$ cat config.mk
export PLATFORM = sky130hd
export DESIGN_NAME = smbt_target
export DESIGN_NICKNAME = d
export VERILOG_FILES = /design/src/smbt_pkg.sv /design/src/smbt_sync.sv /design/src/smbt_target.sv
export SDC_FILE = /design/constraint.sdc
export NUM_CORES = 1
export LEC_CHECK = 0
export CAP_MARGIN = 0
export CORE_ASPECT_RATIO = 0.6
export CORE_UTILIZATION = 40
export CTS_CLUSTER_DIAMETER = 80
export DETAILED_ROUTE_END_ITERATION = 7
export DONT_BUFFER_PORTS = 1
export PLACE_DENSITY = 0.66
export RECOVER_POWER = 100
export SKIP_LAST_GASP = 1
export SLEW_MARGIN = 25
export SYNTH_ARGS = -nofsm -noshare
export SYNTH_HDL_FRONTEND = slang
export SYNTH_HIERARCHICAL = 1
export SYNTH_SLANG_ARGS = --single-unit
$ cat constraint.sdc
create_clock -name ref_clk -period 3.3 [get_ports ref_clk]
set_input_delay 0.495 -clock ref_clk [delete_from_list [all_inputs] [get_ports ref_clk]]
set_output_delay 0.495 -clock ref_clk [all_outputs]
set_load 0.005 [all_outputs]
$ cat src/smbt_pkg.sv
// constants, state codes and carrier types for the target-side management bus front end
// assumes a single 25 MHz ref_clk domain; the bus lines arrive asynchronously
package smbt_pkg;

	// ************************************************************
	// timing
	// ************************************************************
	localparam int unsigned CLK_HZ          = 25_000_000;
	localparam int unsigned CYC_PER_MS      = CLK_HZ / 1000;
	localparam int unsigned TIMEOUT_MS      = 25;   // clock low longer than this aborts
	localparam int unsigned TIMEOUT_MAX_MS  = 35;   // abort must be complete by this
	localparam int unsigned SEXT_MS         = 25;   // own cumulative stretch per message
	localparam int unsigned MEXT_MS         = 10;   // host stretch per byte segment
	localparam logic [19:0] TIMEOUT_CYC     = 20'(TIMEOUT_MS * CYC_PER_MS);
	localparam logic [19:0] SEXT_CYC        = 20'(SEXT_MS * CYC_PER_MS);
	localparam logic [7:0]  STRETCH_CYC     = 8'h04;  // hold-off after each taken byte
	localparam logic [7:0]  STRAP_SETTLE    = 8'h20;  // settle time per strap probe phase

	// ************************************************************
	// addressing and commands
	// ************************************************************
	localparam logic [6:0]  ARA_ADDR        = 7'h0C;
	localparam logic [7:0]  CMD_ALERT_MASK  = 8'hD8;
	localparam logic [7:0]  CMD_CLEAR_FAULT = 8'h03;
	localparam logic [6:0]  ADDR_BASE_A     = 7'h40;
	localparam logic [6:0]  ADDR_BASE_B     = 7'h10;
	localparam logic [6:0]  ADDR_BASE_C     = 7'h50;
	localparam logic [4:0]  GROUP_B_IDX     = 5'h08;
	localparam logic [4:0]  GROUP_C_IDX     = 5'h10;
	localparam logic [1:0]  RANK_OPEN       = 2'h0;
	localparam logic [1:0]  RANK_LOW        = 2'h1;
	localparam logic [1:0]  RANK_HIGH       = 2'h2;
	localparam logic [15:0] ALERT_MASK_RST  = 16'h0000;
	localparam logic [3:0]  BIT_ACK         = 4'h8;
	localparam logic [3:0]  BIT_END         = 4'h9;

	// ************************************************************
	// types
	// ************************************************************
	typedef enum logic [2:0] {
		BUS_IDLE = 3'h0,
		BUS_ADDR = 3'h1,
		BUS_CMD  = 3'h3,
		BUS_WLO  = 3'h2,
		BUS_WHI  = 3'h6,
		BUS_TX   = 3'h7,
		BUS_IGN  = 3'h5
	} smbt_bus_state_t;

	typedef enum logic [1:0] {
		STRAP_UP   = 2'h0,
		STRAP_DOWN = 2'h1,
		STRAP_DONE = 2'h3
	} smbt_strap_state_t;

	typedef struct packed {
		logic scl;
		logic sda;
	} smbt_line_t;

endpackage : smbt_pkg

$ cat src/smbt_sync.sv
// two-flop synchroniser for a group of asynchronous levels
// assumes the inputs are slow compared with ref_clk
`timescale 1ns/1ps
module smbt_sync #(
	parameter int unsigned W         = 1,
	parameter logic [W-1:0] RESET_VAL = '0
) (
	input  wire logic         ref_clk,
	input  wire logic         reset,
	input  wire logic [W-1:0] async_in,
	output logic      [W-1:0] sync_out
);
	logic [W-1:0] meta;

	// first stage feeds only the second stage
	always_ff @(posedge ref_clk) begin
		if (reset) begin
			meta     <= RESET_VAL;
			sync_out <= RESET_VAL;
		end else begin
			meta     <= async_in;
			sync_out <= meta;
		end
	end
endmodule : smbt_sync

$ cat src/smbt_target.sv
// management bus target: strap address decode, timeouts, stretch limit, alert line
// assumes open-drain pads outside, fault_active from same-clock fault logic
// How it works
// RULE_01 - each select pin read as high, low or open; 27 combinations
// RULE_02 - address is seven bits; eighth bit of address byte is read/write
// RULE_03 - ranked index maps to 40h-47h, 10h-17h, then 50h-5Ah
// RULE_04 - clock held low beyond 25 ms means the transfer timed out
// RULE_05 - after timeout, bus state is reset well before 35 ms
// RULE_06 - own total stretching per message limited to 25 ms
// RULE_07 - exceeding stretch limit releases clock and data and resets interface
// RULE_08 - host keeps its stretching within 10 ms per byte segment
// RULE_09 - alert gated by mask register at D8h and automatic response mask
// RULE_10 - automatic mask set only when this part won the alert response read
// RULE_11 - lowest alerting address wins alert response read by arbitration
// RULE_12 - after winning the alert response read, stop driving alert
// RULE_13 - release by masking every fault active at the winning moment
// RULE_14 - automatic masking never alters fault status
// RULE_15 - masked faults stay silent until clear faults reaches this part
// RULE_16 - host should send clear faults whenever it services an alert
// RULE_17 - alert is open-drain and stays low while any part drives it
// RULE_18 - acknowledge only own address or alert response address
// RULE_19 - straps sampled after reset; address held until next reset
`timescale 1ns/1ps
module smbt_target #(
	parameter logic [19:0] TIMEOUT_CYC = smbt_pkg::TIMEOUT_CYC,
	parameter logic [19:0] SEXT_CYC    = smbt_pkg::SEXT_CYC,
	parameter logic [7:0]  STRETCH_CYC = smbt_pkg::STRETCH_CYC
) (
	input  wire logic        ref_clk,
	input  wire logic        reset,
	input  wire logic        addr_sel_pin_lo,
	input  wire logic        addr_sel_pin_mid,
	input  wire logic        addr_sel_pin_hi,
	output logic             strap_pull_up,
	input  wire logic        scl_in,
	output logic             scl_out,
	output logic             scl_oe_n,
	input  wire logic        sda_in,
	output logic             sda_out,
	output logic             sda_oe_n,
	output logic             alert_line_n_out,
	output logic             alert_line_n_oe_n,
	input  wire logic [15:0] fault_active,
	output logic             clear_faults_pulse,
	output logic [15:0]      alert_mask,
	output logic [15:0]      auto_response_mask,
	output logic [6:0]       own_addr,
	output logic             addr_valid
);
	smbt_pkg::smbt_line_t        line_s;
	smbt_pkg::smbt_line_t        line_q;
	smbt_pkg::smbt_bus_state_t   state;
	smbt_pkg::smbt_strap_state_t strap_state;
	logic [2:0]  strap_s;
	logic [2:0]  strap_up_cap;
	logic [7:0]  strap_cnt;
	logic [19:0] scl_low_cnt;
	logic [19:0] msg_stretch;
	logic [7:0]  stretch_cnt;
	logic [3:0]  bitcnt;
	logic [7:0]  shreg;
	logic [7:0]  txreg;
	logic [7:0]  cmd_reg;
	logic [7:0]  data_lo;
	logic [15:0] wdata;
	logic        txbit;
	logic        host_ack;
	logic        bytes_left;
	logic        ara_mode;
	logic        mask_wr;
	logic        ara_win;
	logic        stretch_req;
	logic        scl_rise, scl_fall, bus_start, bus_stop;
	logic        tmo_hit, stretch_over, abort, ack_ok, own_hit, ara_hit, alert_on;

	// ************************************************************
	// pin synchronisers and strap decode
	// ************************************************************
	smbt_sync #(.W(2), .RESET_VAL(2'h3)) u_line_sync (
		.ref_clk  (ref_clk),
		.reset    (reset),
		.async_in ({scl_in, sda_in}),
		.sync_out (line_s)
	);

	smbt_sync #(.W(3), .RESET_VAL(3'h0)) u_strap_sync (
		.ref_clk  (ref_clk),
		.reset    (reset),
		.async_in ({addr_sel_pin_hi, addr_sel_pin_mid, addr_sel_pin_lo}),
		.sync_out (strap_s)
	);

	// pin reads same under both pulls: driven; differs: open
	function automatic logic [6:0] smbt_decode(input logic [2:0] up, input logic [2:0] dn);
		logic [4:0] idx;
		logic [1:0] rank;
		idx  = 5'h00;
		rank = smbt_pkg::RANK_OPEN;
		for (int i = 2; i >= 0; i--) begin
			if (up[i] && dn[i])
				rank = smbt_pkg::RANK_HIGH;   // RULE_01
			else if (!up[i] && !dn[i])
				rank = smbt_pkg::RANK_LOW;
			else
				rank = smbt_pkg::RANK_OPEN;
			idx = 5'(idx * 3 + rank);          // RULE_03
		end
		if (idx < smbt_pkg::GROUP_B_IDX)
			return smbt_pkg::ADDR_BASE_A + 7'(idx);
		else if (idx < smbt_pkg::GROUP_C_IDX)
			return smbt_pkg::ADDR_BASE_B + 7'(idx - smbt_pkg::GROUP_B_IDX);
		else
			return smbt_pkg::ADDR_BASE_C + 7'(idx - smbt_pkg::GROUP_C_IDX);
	endfunction : smbt_decode

	// probe with pull-up, then pull-down; decode once and hold
	always_ff @(posedge ref_clk) begin
		if (reset) begin
			strap_state   <= smbt_pkg::STRAP_UP;
			strap_pull_up <= 1'b1;
			strap_cnt     <= 8'h00;
			strap_up_cap  <= 3'h0;
			own_addr      <= 7'h00;
			addr_valid    <= 1'b0;
		end else begin
			case (strap_state)
				smbt_pkg::STRAP_UP: begin
					strap_cnt <= strap_cnt + 8'h01;
					if (strap_cnt == smbt_pkg::STRAP_SETTLE) begin
						strap_up_cap  <= strap_s;
						strap_pull_up <= 1'b0;
						strap_cnt     <= 8'h00;
						strap_state   <= smbt_pkg::STRAP_DOWN;
					end
				end
				smbt_pkg::STRAP_DOWN: begin
					strap_cnt <= strap_cnt + 8'h01;
					if (strap_cnt == smbt_pkg::STRAP_SETTLE) begin
						own_addr    <= smbt_decode(strap_up_cap, strap_s); // RULE_19
						addr_valid  <= 1'b1;
						strap_state <= smbt_pkg::STRAP_DONE;
					end
				end
				smbt_pkg::STRAP_DONE: ;
				default: strap_state <= smbt_pkg::STRAP_UP;
			endcase
		end
	end

	// ************************************************************
	// bus conditions, timeout and stretch limit
	// ************************************************************
	always_ff @(posedge ref_clk) begin
		if (reset)
			line_q <= 2'h3;
		else
			line_q <= line_s;
	end

	assign scl_rise  = !line_q.scl && line_s.scl;
	assign scl_fall  = line_q.scl && !line_s.scl;
	assign bus_start = line_q.scl && line_s.scl && line_q.sda && !line_s.sda;
	assign bus_stop  = line_q.scl && line_s.scl && !line_q.sda && line_s.sda;
	assign tmo_hit      = (scl_low_cnt == TIMEOUT_CYC);   // RULE_04
	assign stretch_over = (msg_stretch > SEXT_CYC);       // RULE_06
	assign abort        = tmo_hit || stretch_over;        // RULE_05 RULE_07

	// saturating clock-low counter; abort fires at once, far inside the upper bound
	always_ff @(posedge ref_clk) begin
		if (reset || line_s.scl)
			scl_low_cnt <= 20'h00000;
		else if (!tmo_hit)
			scl_low_cnt <= scl_low_cnt + 20'h00001; // RULE_04
	end

	// own stretch after each taken byte, totalled from first start to stop
	always_ff @(posedge ref_clk) begin
		if (reset || abort) begin
			scl_oe_n    <= 1'b1;                  // RULE_07
			stretch_cnt <= 8'h00;
		end else if (stretch_req) begin
			scl_oe_n    <= 1'b0;
			stretch_cnt <= STRETCH_CYC;
		end else if (stretch_cnt != 8'h00) begin
			stretch_cnt <= stretch_cnt - 8'h01;
			if (stretch_cnt == 8'h01)
				scl_oe_n <= 1'b1;
		end
	end

	always_ff @(posedge ref_clk) begin
		if (reset || abort || bus_stop || (bus_start && state == smbt_pkg::BUS_IDLE))
			msg_stretch <= 20'h00000;
		else if (!scl_oe_n)
			msg_stretch <= msg_stretch + 20'h00001; // RULE_06
	end

	// ************************************************************
	// byte engine
	// ************************************************************
	assign alert_on = !alert_line_n_oe_n;
	assign own_hit  = addr_valid && (shreg[7:1] == own_addr) &&
	                  (!shreg[0] || cmd_reg == smbt_pkg::CMD_ALERT_MASK);
	assign ara_hit  = (shreg[7:1] == smbt_pkg::ARA_ADDR) && shreg[0] && alert_on;

	always_comb begin
		case (state)
			smbt_pkg::BUS_ADDR: ack_ok = own_hit || ara_hit; // RULE_18
			smbt_pkg::BUS_CMD:  ack_ok = (shreg == smbt_pkg::CMD_ALERT_MASK) ||
			                             (shreg == smbt_pkg::CMD_CLEAR_FAULT);
			smbt_pkg::BUS_WLO:  ack_ok = 1'b1;
			smbt_pkg::BUS_WHI:  ack_ok = 1'b1;
			default:            ack_ok = 1'b0;
		endcase
	end

	// sampling on clock rise, driving on clock fall; bit 7 first
	always_ff @(posedge ref_clk) begin
		mask_wr            <= 1'b0;
		ara_win            <= 1'b0;
		clear_faults_pulse <= 1'b0;
		stretch_req        <= 1'b0;
		if (reset || abort) begin
			state      <= smbt_pkg::BUS_IDLE;
			sda_oe_n   <= 1'b1;                   // RULE_05 RULE_07
			bitcnt     <= 4'h0;
			shreg      <= 8'h00;
			txreg      <= 8'h00;
			txbit      <= 1'b1;
			host_ack   <= 1'b0;
			bytes_left <= 1'b0;
			ara_mode   <= 1'b0;
			data_lo    <= 8'h00;
			wdata      <= 16'h0000;
			if (reset)
				cmd_reg <= 8'h00;
		end else if (bus_start) begin
			state    <= smbt_pkg::BUS_ADDR;
			bitcnt   <= 4'h0;
			sda_oe_n <= 1'b1;
		end else if (bus_stop) begin
			state    <= smbt_pkg::BUS_IDLE;
			sda_oe_n <= 1'b1;
		end else if (state != smbt_pkg::BUS_IDLE && state != smbt_pkg::BUS_IGN) begin
			if (scl_rise) begin
				bitcnt <= 4'(bitcnt + 4'h1);
				if (bitcnt < smbt_pkg::BIT_ACK) begin
					shreg <= {shreg[6:0], line_s.sda};
					if (state == smbt_pkg::BUS_TX && txbit && !line_s.sda) begin
						state    <= smbt_pkg::BUS_IGN;  // RULE_11
						sda_oe_n <= 1'b1;
					end else if (state == smbt_pkg::BUS_TX && ara_mode && bitcnt == 4'h7)
						ara_win <= 1'b1;                 // RULE_10
				end else
					host_ack <= !line_s.sda;
			end else if (scl_fall) begin
				if (bitcnt == smbt_pkg::BIT_ACK) begin
					if (state == smbt_pkg::BUS_TX)
						sda_oe_n <= 1'b1;
					else if (ack_ok)
						sda_oe_n <= 1'b0;
					else
						state <= smbt_pkg::BUS_IGN;       // RULE_18
				end else if (bitcnt == smbt_pkg::BIT_END) begin
					sda_oe_n    <= 1'b1;
					bitcnt      <= 4'h0;
					stretch_req <= 1'b1;
					case (state)
						smbt_pkg::BUS_ADDR: begin
							if (!shreg[0])
								state <= smbt_pkg::BUS_CMD;
							else if (shreg[7:1] == smbt_pkg::ARA_ADDR) begin
								state      <= smbt_pkg::BUS_TX;
								ara_mode   <= 1'b1;
								bytes_left <= 1'b0;
								sda_oe_n   <= own_addr[6];
								txbit      <= own_addr[6];
								txreg      <= {own_addr[5:0], 2'h2}; // RULE_02
							end else begin
								state      <= smbt_pkg::BUS_TX;
								ara_mode   <= 1'b0;
								bytes_left <= 1'b1;
								sda_oe_n   <= alert_mask[7];
								txbit      <= alert_mask[7];
								txreg      <= {alert_mask[6:0], 1'b0};
							end
						end
						smbt_pkg::BUS_CMD: begin
							cmd_reg <= shreg;
							if (shreg == smbt_pkg::CMD_CLEAR_FAULT) begin
								clear_faults_pulse <= 1'b1;  // RULE_15
								state              <= smbt_pkg::BUS_IGN;
							end else
								state <= smbt_pkg::BUS_WLO;
						end
						smbt_pkg::BUS_WLO: begin
							data_lo <= shreg;
							state   <= smbt_pkg::BUS_WHI;
						end
						smbt_pkg::BUS_WHI: begin
							wdata   <= {shreg, data_lo};
							mask_wr <= 1'b1;
							state   <= smbt_pkg::BUS_IGN;
						end
						smbt_pkg::BUS_TX: begin
							if (host_ack && bytes_left) begin
								bytes_left <= 1'b0;
								sda_oe_n   <= alert_mask[15];
								txbit      <= alert_mask[15];
								txreg      <= {alert_mask[14:8], 1'b0};
							end else
								state <= smbt_pkg::BUS_IGN;
						end
						default: state <= smbt_pkg::BUS_IGN;
					endcase
				end else if (state == smbt_pkg::BUS_TX) begin
					sda_oe_n <= txreg[7];
					txbit    <= txreg[7];
					txreg    <= {txreg[6:0], 1'b0};
				end
			end
		end
	end

	// ************************************************************
	// masks and alert line
	// ************************************************************
	always_ff @(posedge ref_clk) begin
		if (reset)
			alert_mask <= smbt_pkg::ALERT_MASK_RST;
		else if (mask_wr)
			alert_mask <= wdata;                      // RULE_09
	end

	// a win in the clear cycle still masks: set beats clear; status is untouched
	always_ff @(posedge ref_clk) begin
		if (reset)
			auto_response_mask <= 16'h0000;
		else
			auto_response_mask <= (clear_faults_pulse ? 16'h0000 : auto_response_mask) |
			                      (ara_win ? fault_active : 16'h0000); // RULE_12 RULE_13 RULE_14
	end

	// open drain: only the enable moves, the driven level is always low
	always_ff @(posedge ref_clk) begin
		if (reset) begin
			alert_line_n_out  <= 1'b0;
			alert_line_n_oe_n <= 1'b1;
			scl_out           <= 1'b0;
			sda_out           <= 1'b0;
		end else begin
			alert_line_n_oe_n <= !(|(fault_active & ~alert_mask & ~auto_response_mask)); // RULE_09 RULE_17
		end
	end
endmodule : smbt_target

==> flow_summary_export.csv, run 1 <==
group,metric,value,unit
run_status,outcome,"completed",
clock_tree,cts_root_buf,"clkbuf_16",
yosys,ys_async_sr_fraction,0,%
sta,fin_crit,3.12,ns
place,postPlaceCellArea,0.00849,sq mm
power_and_ir_drop,leakage,3.40,nW
yosys,synth_area,0.00830,sq mm
clock_tree,clkTransAtPathRegs,0.07,ns
floorplan,initial_utilization,41.2,%
finish,final_net_count,987,
sta,final.setup.worst_slack,0.181,ns
global_route,grtUsageTotal,18.9,%
drt,wl_per_cell,16.2,um
sta,tightest_slew,1.09,ns
yosys,synthTopCellsByCount,"nor2_1 (178), dfxtp_1 (171), nand2_1 (78), inv_1 (46), mux2i_1 (46)",
power_and_ir_drop,power_density,488,mW/mm^2
place,dp_slack,0.101,ns
clock_tree,cts_buffers,17,
sta,finalMaxSlewViolations,0,
finish,nFillCells,1947,
place,gp_congestion,0.908,
sta,holdWs,0.140,ns
power_and_ir_drop,max-vdd-ir-drop,0.370,mV
global_route,grt_max_degree,70,
global_route,grt-ovfl-total,0,
yosys,synth.distinct_cells,66,
global_route,grt_pass1_vias,5726,
worst_setup_path,cp.required,3.65,ns
yosys,synth_seq_area_share,44.1,%
clock_tree,clockBufferDepth,2,
finish,drive_above_1_share,5.59,%
clock_tree,cts_tree,"built",
yosys,synth_ff_type,"dfxtp_1",
sta,skew,0.0119,ns
drt,routed_via_density,5.37,
worst_setup_path,worstSetupStartpointType,"register",
finish,diodes,0,
finish,finalNonFillerCells,1221,
place,dp_cells,1189,
global_route,antenna_found_initial,0,
clock_tree,insertion_delay,0.43,ns
yosys,synth_warnings,6,
floorplan,dieArea,0.0214,sq mm
clock_tree,clock_sink_count,179,
finish,stdcell_area,0.00909,sq mm
sta,timing.final.crit_share,94.5,%
yosys,yosys-top-cells-area,"dfxtp_1 (41%), nor2_1 (8.0%), mux2i_1 (5.5%)",
worst_setup_path,end_kind,"register",
clock_tree,cts.hold.buffers_added,0,
worst_setup_path,crit_arrival,3.46,ns
clock_tree,h-tree-depth,4,
floorplan,rows,40,
yosys,synth_top_area_share,41.2,%
yosys,synth_area_per_cell,8.66,sq um
place,numPortBuffers,0,
drt,routed_wirelength,19.8,mm
place,hpwlAfterDp,13.7,mm
drt,dr.pass1.iters,5,
min_path,hp-class,"input pin to register",
clock_tree,cts_resized,0,
floorplan,pin_count,71,
floorplan,die_height,114,um
floorplan,core_area,0.0202,sq mm
sta,max_slew_margin,27.0,%
sta,setup_viol,0,
floorplan,die_x,188,um
finish,area_growth,9.52,%
clock_tree,post_cts_buffers,0,
yosys,netlist_instances,959,
finish,top_regs,"msg_stretch: 20 flops, scl_low_cnt: 20 flops",
sta,max_freq,321,MHz
yosys,yosys.area.top_type,"dfxtp_1",
drt,route.vias.total,6555,
drt,dr.first_iter.drc_count,481,
yosys,synth-seq-cells,179,
drt,ant_nets,0,
drt,remaining_drc_errors,0,
yosys,synth.most_common_cell,"nor2_1",
worst_setup_path,critPathKind,"register to register",
worst_setup_path,path_max_fanout,3,
yosys,synth_edf_count,8,
global_route,grt_pass1_wl,31.8,mm
flow_run,cap_violations,0,
sta,hold_violations,0,
final cells by class:
cell class,count,area (sq um),share of cell area (%)
flip-flops and latches,179,3670,40.3
clock buffers,21,482,5.30
well taps,273,342,3.76
repair buffers,8,56.3,0.619
multi-input cells,683,4240,46.6
inverters,46,173,1.90
clock inverters,11,138,1.51
power breakdown:
part / switching (W) / internal, W / total [W]
clock: 0.000897 / 0.00122 / 0.00212
sequential: 0.0000125 / 0.00219 / 0.00220
combinational: 0.0000753 / 0.0000434 / 0.000119
total: 0.000985 / 0.00345 / 0.00444
metrics by stage:
| stage | total power, W | setup TNS (ns) | util [%] |
|---|---|---|---|
| floorplan | 0.00235 | 0 | - |
| global placement | 0.00237 | 0 | 42.1 |
| detailed placement | 0.00237 | 0 | 42.1 |
| CTS | 0.00447 | 0 | 45.1 |
| global route | 0.00460 | -0.00680 | 45.1 |
| finish | 0.00444 | 0 | 45.1 |
metal layers:
metal	vias up	global-route usage (%)	share of wire, %
li1	3231	-	-
met5	-	0	0
met2	228	23.9	38
met1	3083	31.1	54
met3	13	3.51	7.3
met4	0	4.77	0.56
final timing paths:
| kind | from | slack, ns | depth (start not counted) | end |
|---|---|---|---|---|
| worst max-delay path | strap_up_cap[2] | 0.18 | 15 | own_addr[6] |
| worst min-delay path | reset | 0.14 | 1 | u_strap_sync/meta[2] |
| worst max register to register | strap_up_cap[2] | 0.18 | 15 | own_addr[6] |
| worst min register to register | u_strap_sync/meta[0] | 0.44 | 1 | u_strap_sync/sync_out[0] |
cell families after synthesis:
kind of cell	after synthesis	synth area share, %
DFF	179	44.1
and+or+nand+nor	423	24.4
other	1	0.0452
adders and majority gates	29	4.64
buffers and inverters	99	4.97
AOI/OAI and AO/OA	125	10.1
muxes	47	5.68
xor gates and xnor gates	56	6.00
critical path, cell delays in order (launching register included):
cell	delay, ns
dfxtp_2	0.34
inv_1	0.05
ha_1	0.26
inv_1	0.04
ha_1	0.28
ha_1	0.14
inv_1	0.05
fa_1	0.50
inv_1	0.05
ha_1	0.29
ha_1	0.29
a21o_1	0.19
a21oi_2	0.17
xnor2_2	0.16
nor2_1	0.07
a211oi_1	0.18
cells in the final DEF, fill, tap and decap left out, types with 6 or more instances in the layout:
cell,Yosys,routed
nor4_1,12,12
dfxtp_1,171,169
buf_4,7,6
inv_1,46,46
or3_1,8,8
clkbuf_16,0,18
ha_1,26,26
and3_1,10,10
xor2_1,31,31
a22oi_1,24,24
nor2b_1,14,14
and2_1,8,7
nand3_1,21,21
mux2i_1,46,46
nor2_1,178,178
a211oi_1,15,15
nand2_1,78,78
nand4_1,19,19
xnor2_1,24,23
a21oi_1,41,40
o21ai_0,10,10
nor3_1,24,24
nand2b_1,10,10
edfxtp_1,8,8
No activity file was read; power rests on OpenSTA's default activity.
==> run 2, diff against run 1 <==
--- a/config.mk
+++ b/config.mk
@@ -11,7 +11,6 @@
 export CTS_CLUSTER_DIAMETER = 80
 export DETAILED_ROUTE_END_ITERATION = 7
 export DONT_BUFFER_PORTS = 1
-export PLACE_DENSITY = 0.66
 export RECOVER_POWER = 100
 export SKIP_LAST_GASP = 1
 export SLEW_MARGIN = 25
==> flow_summary_export.csv, run 2 (same netlist as run 1, synthesis figures left out) <==
group,metric,value,unit
run_status,outcome,"completed",
sta,finalMaxSlewViolations,0,
worst_setup_path,cpPeakStageDelay,0.49,ns
worst_setup_path,critPathKind,"register to register",
worst_setup_path,r2r_start,"u_strap_sync/sync_out[2]",
sta,hold_violations,0,
floorplan,pin_count,71,
finish,area_growth,9.07,%
global_route,grt-ovfl-total,0,
worst_setup_path,crit_path_top_delay_cell,"fa_1",
worst_setup_path,reg2regPathDepth,15,
finish,drive_above_1_share,5.68,%
clock_tree,clockBufferDepth,2,
drt,route.vias.total,6396,
worst_setup_path,r2r-end,"own_addr[6]",
power_and_ir_drop,leakage,3.38,nW
sta,finalSetupTns,0,ns
drt,dr.first_iter.drc_count,512,
clock_tree,clock_sink_count,179,
global_route,grt_pass1_wl,31.3,mm
clock_tree,cts_buffers,17,
worst_setup_path,crit_top_cell,"ha_1",
worst_setup_path,end_kind,"register",
sta,fin_crit,3.08,ns
finish,final_cell_mix,"nor2_1 (178), dfxtp_1 (169), nand2_1 (78), inv_1 (46), mux2i_1 (46)",
worst_setup_path,ff2ff_setup_slack,0.22,ns
finish,top_regs,"msg_stretch: 20 flops, scl_low_cnt: 20 flops",
finish,final_net_count,989,
clock_tree,cts_tree,"built",
flow_run,cap_violations,0,
finish,layout_commonest_cell,"nor2_1",
power_and_ir_drop,max-vdd-ir-drop,0.370,mV
global_route,grt_pass1_vias,5653,
place,numPortBuffers,0,
power_and_ir_drop,power_density,476,mW/mm^2
sta,max_freq,324,MHz
worst_setup_path,crit_arrival,3.44,ns
sta,max_slew_margin,14.7,%
place,dp_cells,1191,
worst_setup_path,crit_path_start,"u_strap_sync/sync_out[2]",
sta,rsz0062_at_grt,"no",
finish,diodes,0,
drt,wl_per_cell,15.9,um
sta,skew,0.0123,ns
worst_setup_path,endpoint,"own_addr[6]",
clock_tree,clkTransAtPathRegs,0.07,ns
drt,routed_wirelength,19.4,mm
sta,final.setup.worst_slack,0.217,ns
place,gp_congestion,0.884,
finish,finalNonFillerCells,1223,
clock_tree,insertion_delay,0.44,ns
worst_setup_path,worstSetupStartpointType,"register",
floorplan,core_area,0.0202,sq mm
floorplan,die_height,114,um
sta,holdWs,0.120,ns
min_path,hp-class,"input pin to register",
clock_tree,h-tree-depth,4,
worst_setup_path,cp.required,3.66,ns
worst_setup_path,path_max_fanout,3,
drt,remaining_drc_errors,0,
floorplan,rows,40,
global_route,grt_max_degree,70,
worst_setup_path,crit_chain,"inv_1 -> ha_1 -> inv_1 -> ha_1 -> ha_1 -> inv_1 -> fa_1 -> inv_1 -> ha_1 -> ha_1 -> a21o_1 -> a21oi_2 -> xnor2_2 -> nor2_1 -> a211oi_1",
clock_tree,cts_root_buf,"clkbuf_16",
sta,timing.final.crit_share,93.4,%
place,hpwlAfterDp,13.6,mm
drt,routed_via_density,5.23,
floorplan,dieArea,0.0214,sq mm
place,dp_slack,0.103,ns
drt,dr.pass1.iters,5,
sta,tightest_slew,1.28,ns
clock_tree,post_cts_buffers,0,
floorplan,initial_utilization,41.2,%
floorplan,die_x,188,um
global_route,grtUsageTotal,18.7,%
sta,setup_viol,0,
drt,ant_nets,0,
global_route,antenna_found_initial,0,
## run 2: worst min path at each step
stage,end,startpoint,slack (ns),cells past startpoint
after floorplan,u_line_sync/sync_out[1],u_line_sync/meta[1],0.38,1
after global placement,u_line_sync/sync_out[0],u_line_sync/meta[0],0.41,1
after detailed placement,u_line_sync/sync_out[0],u_line_sync/meta[0],0.40,1
after CTS,u_strap_sync/sync_out[0],reset,0.10,1
after global routing,u_strap_sync/sync_out[0],reset,0.11,1
final,u_strap_sync/meta[0],reset,0.12,1
## run 2: where the power goes
group,switching (W),leakage [nW],total (W),internal (W)
clock network,0.000903,0.280,0.00200,0.00109
logic,0.0000749,1.63,0.000118,0.0000435
registers,0.0000116,1.46,0.00220,0.00219
## run 2: area by class of cell
type	count	area, sq um
multi-input cells	683	4240
well taps	273	342
inverters	46	173
repair buffers	10	65.1
clock inverters	12	116
flip-flops and latches	179	3670
fillers	1963	11100
clock buffers	20	457
## run 2: timing repair
action,4_1_cts,5_1_grt
hold buffers,0,0
endpoints found under the setup margin,0,3
gates resized for setup,0,4
## run 2: critical path: cells and delay by family (launching register included)
family	cells	cell delay (ns)
fa+ha+maj	6	1.75
compound gates	3	0.54
flops	1	0.34
buf+inv	4	0.18
xor+xnor	1	0.15
simple gates	1	0.06
## run 2: layer usage
layer / vias to the layer above / track usage (%) / part of all wire, %
li1: 3240 / - / -
met1: 2934 / 30.4 / 55
met2: 202 / 22.8 / 37
met3: 20 / 4.55 / 6.9
met4: 0 / 6.18 / 1.0
met5: - / 0 / 0
## run 2: stage by stage
step	util [%]	total power, W	area, sq um
2_1_floorplan	-	0.00235	8310
3_3_place_gp	42.1	0.00237	8500
3_5_place_dp	42.1	0.00237	8500
4_1_cts	45.0	0.00436	9070
5_1_grt	44.9	0.00446	9060
6_report	44.9	0.00432	9060
==> run 3, diff against run 2 <==
--- a/config.mk
+++ b/config.mk
@@ -6,11 +6,14 @@
 export NUM_CORES = 1
 export LEC_CHECK = 0
 export CAP_MARGIN = 0
+export CELL_PAD_IN_SITES_DETAIL_PLACEMENT = 2
+export CELL_PAD_IN_SITES_GLOBAL_PLACEMENT = 2
 export CORE_ASPECT_RATIO = 0.6
 export CORE_UTILIZATION = 40
 export CTS_CLUSTER_DIAMETER = 80
 export DETAILED_ROUTE_END_ITERATION = 7
 export DONT_BUFFER_PORTS = 1
+export PLACE_DENSITY_LB_ADDON = 0.1
 export RECOVER_POWER = 100
 export SKIP_LAST_GASP = 1
 export SLEW_MARGIN = 25
==> constraint.sdc (replaced) <==
create_clock -name ref_clk -period 4 [get_ports ref_clk]
set_input_delay 0.6 -clock ref_clk [delete_from_list [all_inputs] [get_ports ref_clk]]
set_output_delay 0.6 -clock ref_clk [all_outputs]
set_load 0.005 [all_outputs]
==> flow_summary_export.csv, run 3 (same netlist as run 1, synthesis figures left out) <==
group,metric,value,unit
sta,hold_violations,0,
sta,max_slew_margin,-2.86,%
clock_tree,clockBufferDepth,2,
floorplan,initial_utilization,41.2,%
sta,tightest_slew,1.54,ns
clock_tree,insertion_delay,0.45,ns
power_and_ir_drop,comb_power_share,2.8,%
power_and_ir_drop,max-vdd-ir-drop,0.295,mV
worst_setup_path,crit_chain,"inv_1 -> ha_1 -> inv_1 -> ha_1 -> ha_1 -> inv_1 -> fa_1 -> inv_1 -> ha_1 -> ha_1 -> a21o_1 -> a21oi_1 -> xnor2_1 -> nor2_1 -> a211oi_1",
worst_setup_path,cp.required,4.34,ns
worst_setup_path,r2r-end,"own_addr[6]",
sta,fin_crit,3.38,ns
clock_tree,post_cts_buffers,0,
sta,finalMaxSlewViolations,70,
power_and_ir_drop,p_int,0.00280,W
drt,top_layer_used,"met4",
power_and_ir_drop,clockPowerShare,47.2,%
floorplan,dieArea,0.0214,sq mm
sta,setup_viol,0,
drt,ant_nets,0,
clock_tree,cts_root_buf,"clkbuf_16",
sta,finalSetupTns,0,ns
place,gp_congestion,0.874,
drt,wl_per_cell,22.2,um
min_path,hp-class,"input pin to register",
min_path,whs_endpoint,"u_strap_sync/meta[2]",
global_route,grt_pass1_wl,42.7,mm
finish,top_regs,"msg_stretch: 20 flops, scl_low_cnt: 20 flops",
sta,rsz0062_at_grt,"no",
worst_setup_path,end_kind,"register",
power_and_ir_drop,power_density,402,mW/mm^2
floorplan,rows,40,
global_route,antenna_found_initial,1,
clock_tree,clock_sink_count,179,
floorplan,die_x,188,um
sta,holdWs,0.220,ns
sta,max_freq,296,MHz
clock_tree,h-tree-depth,4,
worst_setup_path,crit_arrival,3.72,ns
power_and_ir_drop,seqPwrFrac,50.0,%
floorplan,pin_count,71,
global_route,grt_pass1_vias,7451,
global_route,grtUsageTotal,26.1,%
worst_setup_path,cpPeakStageDelay,0.51,ns
finish,area_growth,8.87,%
power_and_ir_drop,swShare,22.8,%
drt,dr.pass1.iters,4,
worst_setup_path,crit_top_cell,"ha_1",
clock_tree,cts_tree,"built",
worst_setup_path,critPathKind,"register to register",
clock_tree,cts.hold.buffers_added,0,
global_route,grt-ovfl-total,0,
min_path,hp-start,"reset",
worst_setup_path,path_max_fanout,3,
drt,dr.first_iter.drc_count,488,
run_status,outcome,"complete, but fails checks",
finish,final_net_count,982,
power_and_ir_drop,leakage,3.36,nW
floorplan,die_height,114,um
run_status,violations,"max-capacitance violations, max-slew violations",
finish,nFillCells,2179,
finish,layout_commonest_cell,"nor2_1",
min_path,whs_path_depth,1,
worst_setup_path,crit_path_top_delay_cell,"fa_1",
drt,routed_via_density,5.69,
flow_run,cap_violations,1,
drt,route.met2.wl,12.2,mm
clock_tree,cts_resized,0,
drt,wl_met3,1.14,mm
global_route,grt_max_degree,70,
drt,wl_met1,13.4,mm
drt,route.vias.total,6915,
clock_tree,clkTransAtPathRegs,0.07,ns
place,numPortBuffers,0,
sta,skew,0.0107,ns
finish,final_cell_mix,"nor2_1 (178), dfxtp_1 (171), nand2_1 (78), inv_1 (46), mux2i_1 (46)",
place,hpwlAfterDp,19.4,mm
floorplan,core_area,0.0202,sq mm
worst_setup_path,reg2regPathDepth,15,
drt,routed_wirelength,27.0,mm
clock_tree,cts_buffers,17,
worst_setup_path,r2r_start,"u_strap_sync/sync_out[2]",
worst_setup_path,ff2ff_setup_slack,0.62,ns
sta,timing.final.crit_share,84.5,%
drt,remaining_drc_errors,0,
power_and_ir_drop,switchingPower,0.000829,W
finish,diodes,0,
worst_setup_path,worstSetupStartpointType,"register",
finish,drive_above_1_share,4.98,%
## run 3: cell count changes in the layout (fill, tap and decap cells not counted), moves of 2 or more
cell      previous run  this run
buf_4                7         1
clkbuf_1             3         1
clkbuf_8             2         4
dfxtp_1            169       171
dfxtp_2              2         0
inv_6                4         2
## run 3: power groups by stage
stage | clock network (W) | logic [W] | registers (W)
floorplan | 0 | 0.0000871 | 0.00185
global placement | 0 | 0.0000944 | 0.00186
detailed placement | 0 | 0.000102 | 0.00186
CTS | 0.00175 | 0.000104 | 0.00182
global route | 0.00182 | 0.000115 | 0.00182
finish | 0.00171 | 0.000102 | 0.00182
## run 3: cell type report
| class | instances | area [sq um] | area share (%) |
|---|---|---|---|
| clock buffers | 22 | 505 | 5.59 |
| flip-flops and latches | 179 | 3660 | 40.5 |
| clock inverters | 10 | 92.6 | 1.02 |
| repair buffers | 3 | 16.3 | 0.180 |
| inverters | 46 | 173 | 1.91 |
| well taps | 273 | 342 | 3.78 |
| multi-input cells | 683 | 4250 | 47.0 |
## run 3: worst max path at each step
stage | from | to | slack (ns)
floorplan | u_strap_sync/sync_out[2] | own_addr[6] | 0.98
global placement | u_strap_sync/sync_out[2] | own_addr[6] | 0.87
detailed placement | u_strap_sync/sync_out[2] | own_addr[6] | 0.60
CTS | u_strap_sync/sync_out[2] | own_addr[6] | 0.58
finish | u_strap_sync/sync_out[2] | own_addr[6] | 0.62
global route | scl_low_cnt[1] | stretch_req | 0.30
## run 3: metrics by stage
step	setup WS [ns]	total power [W]	cell area, sq um	util [%]	cells
final	0.618	0.00363	9040	44.8	1216
after global routing	0.298	0.00375	9040	44.8	1216
after floorplan	0.979	0.00194	8310	-	961
after detailed placement	0.599	0.00196	8440	41.9	1184
after CTS	0.582	0.00367	9040	44.8	1216
after global placement	0.867	0.00195	8440	41.9	1184
## run 3: critical path: cells and delay by family (launching register included)
kind | cells | cell delay [ns]
xor gates and xnor gates | 1 | 0.21
buffers and inverters | 4 | 0.20
adders and majority gates | 6 | 1.77
DFF | 1 | 0.37
AOI/OAI and AO/OA | 3 | 0.63
and+or+nand+nor | 1 | 0.09
## run 3: layer usage
metal	track usage, %	vias up
li1	-	3215
met1	37.1	3557
met2	40.1	118
met3	4.86	25
met4	7.70	0
met5	0	-
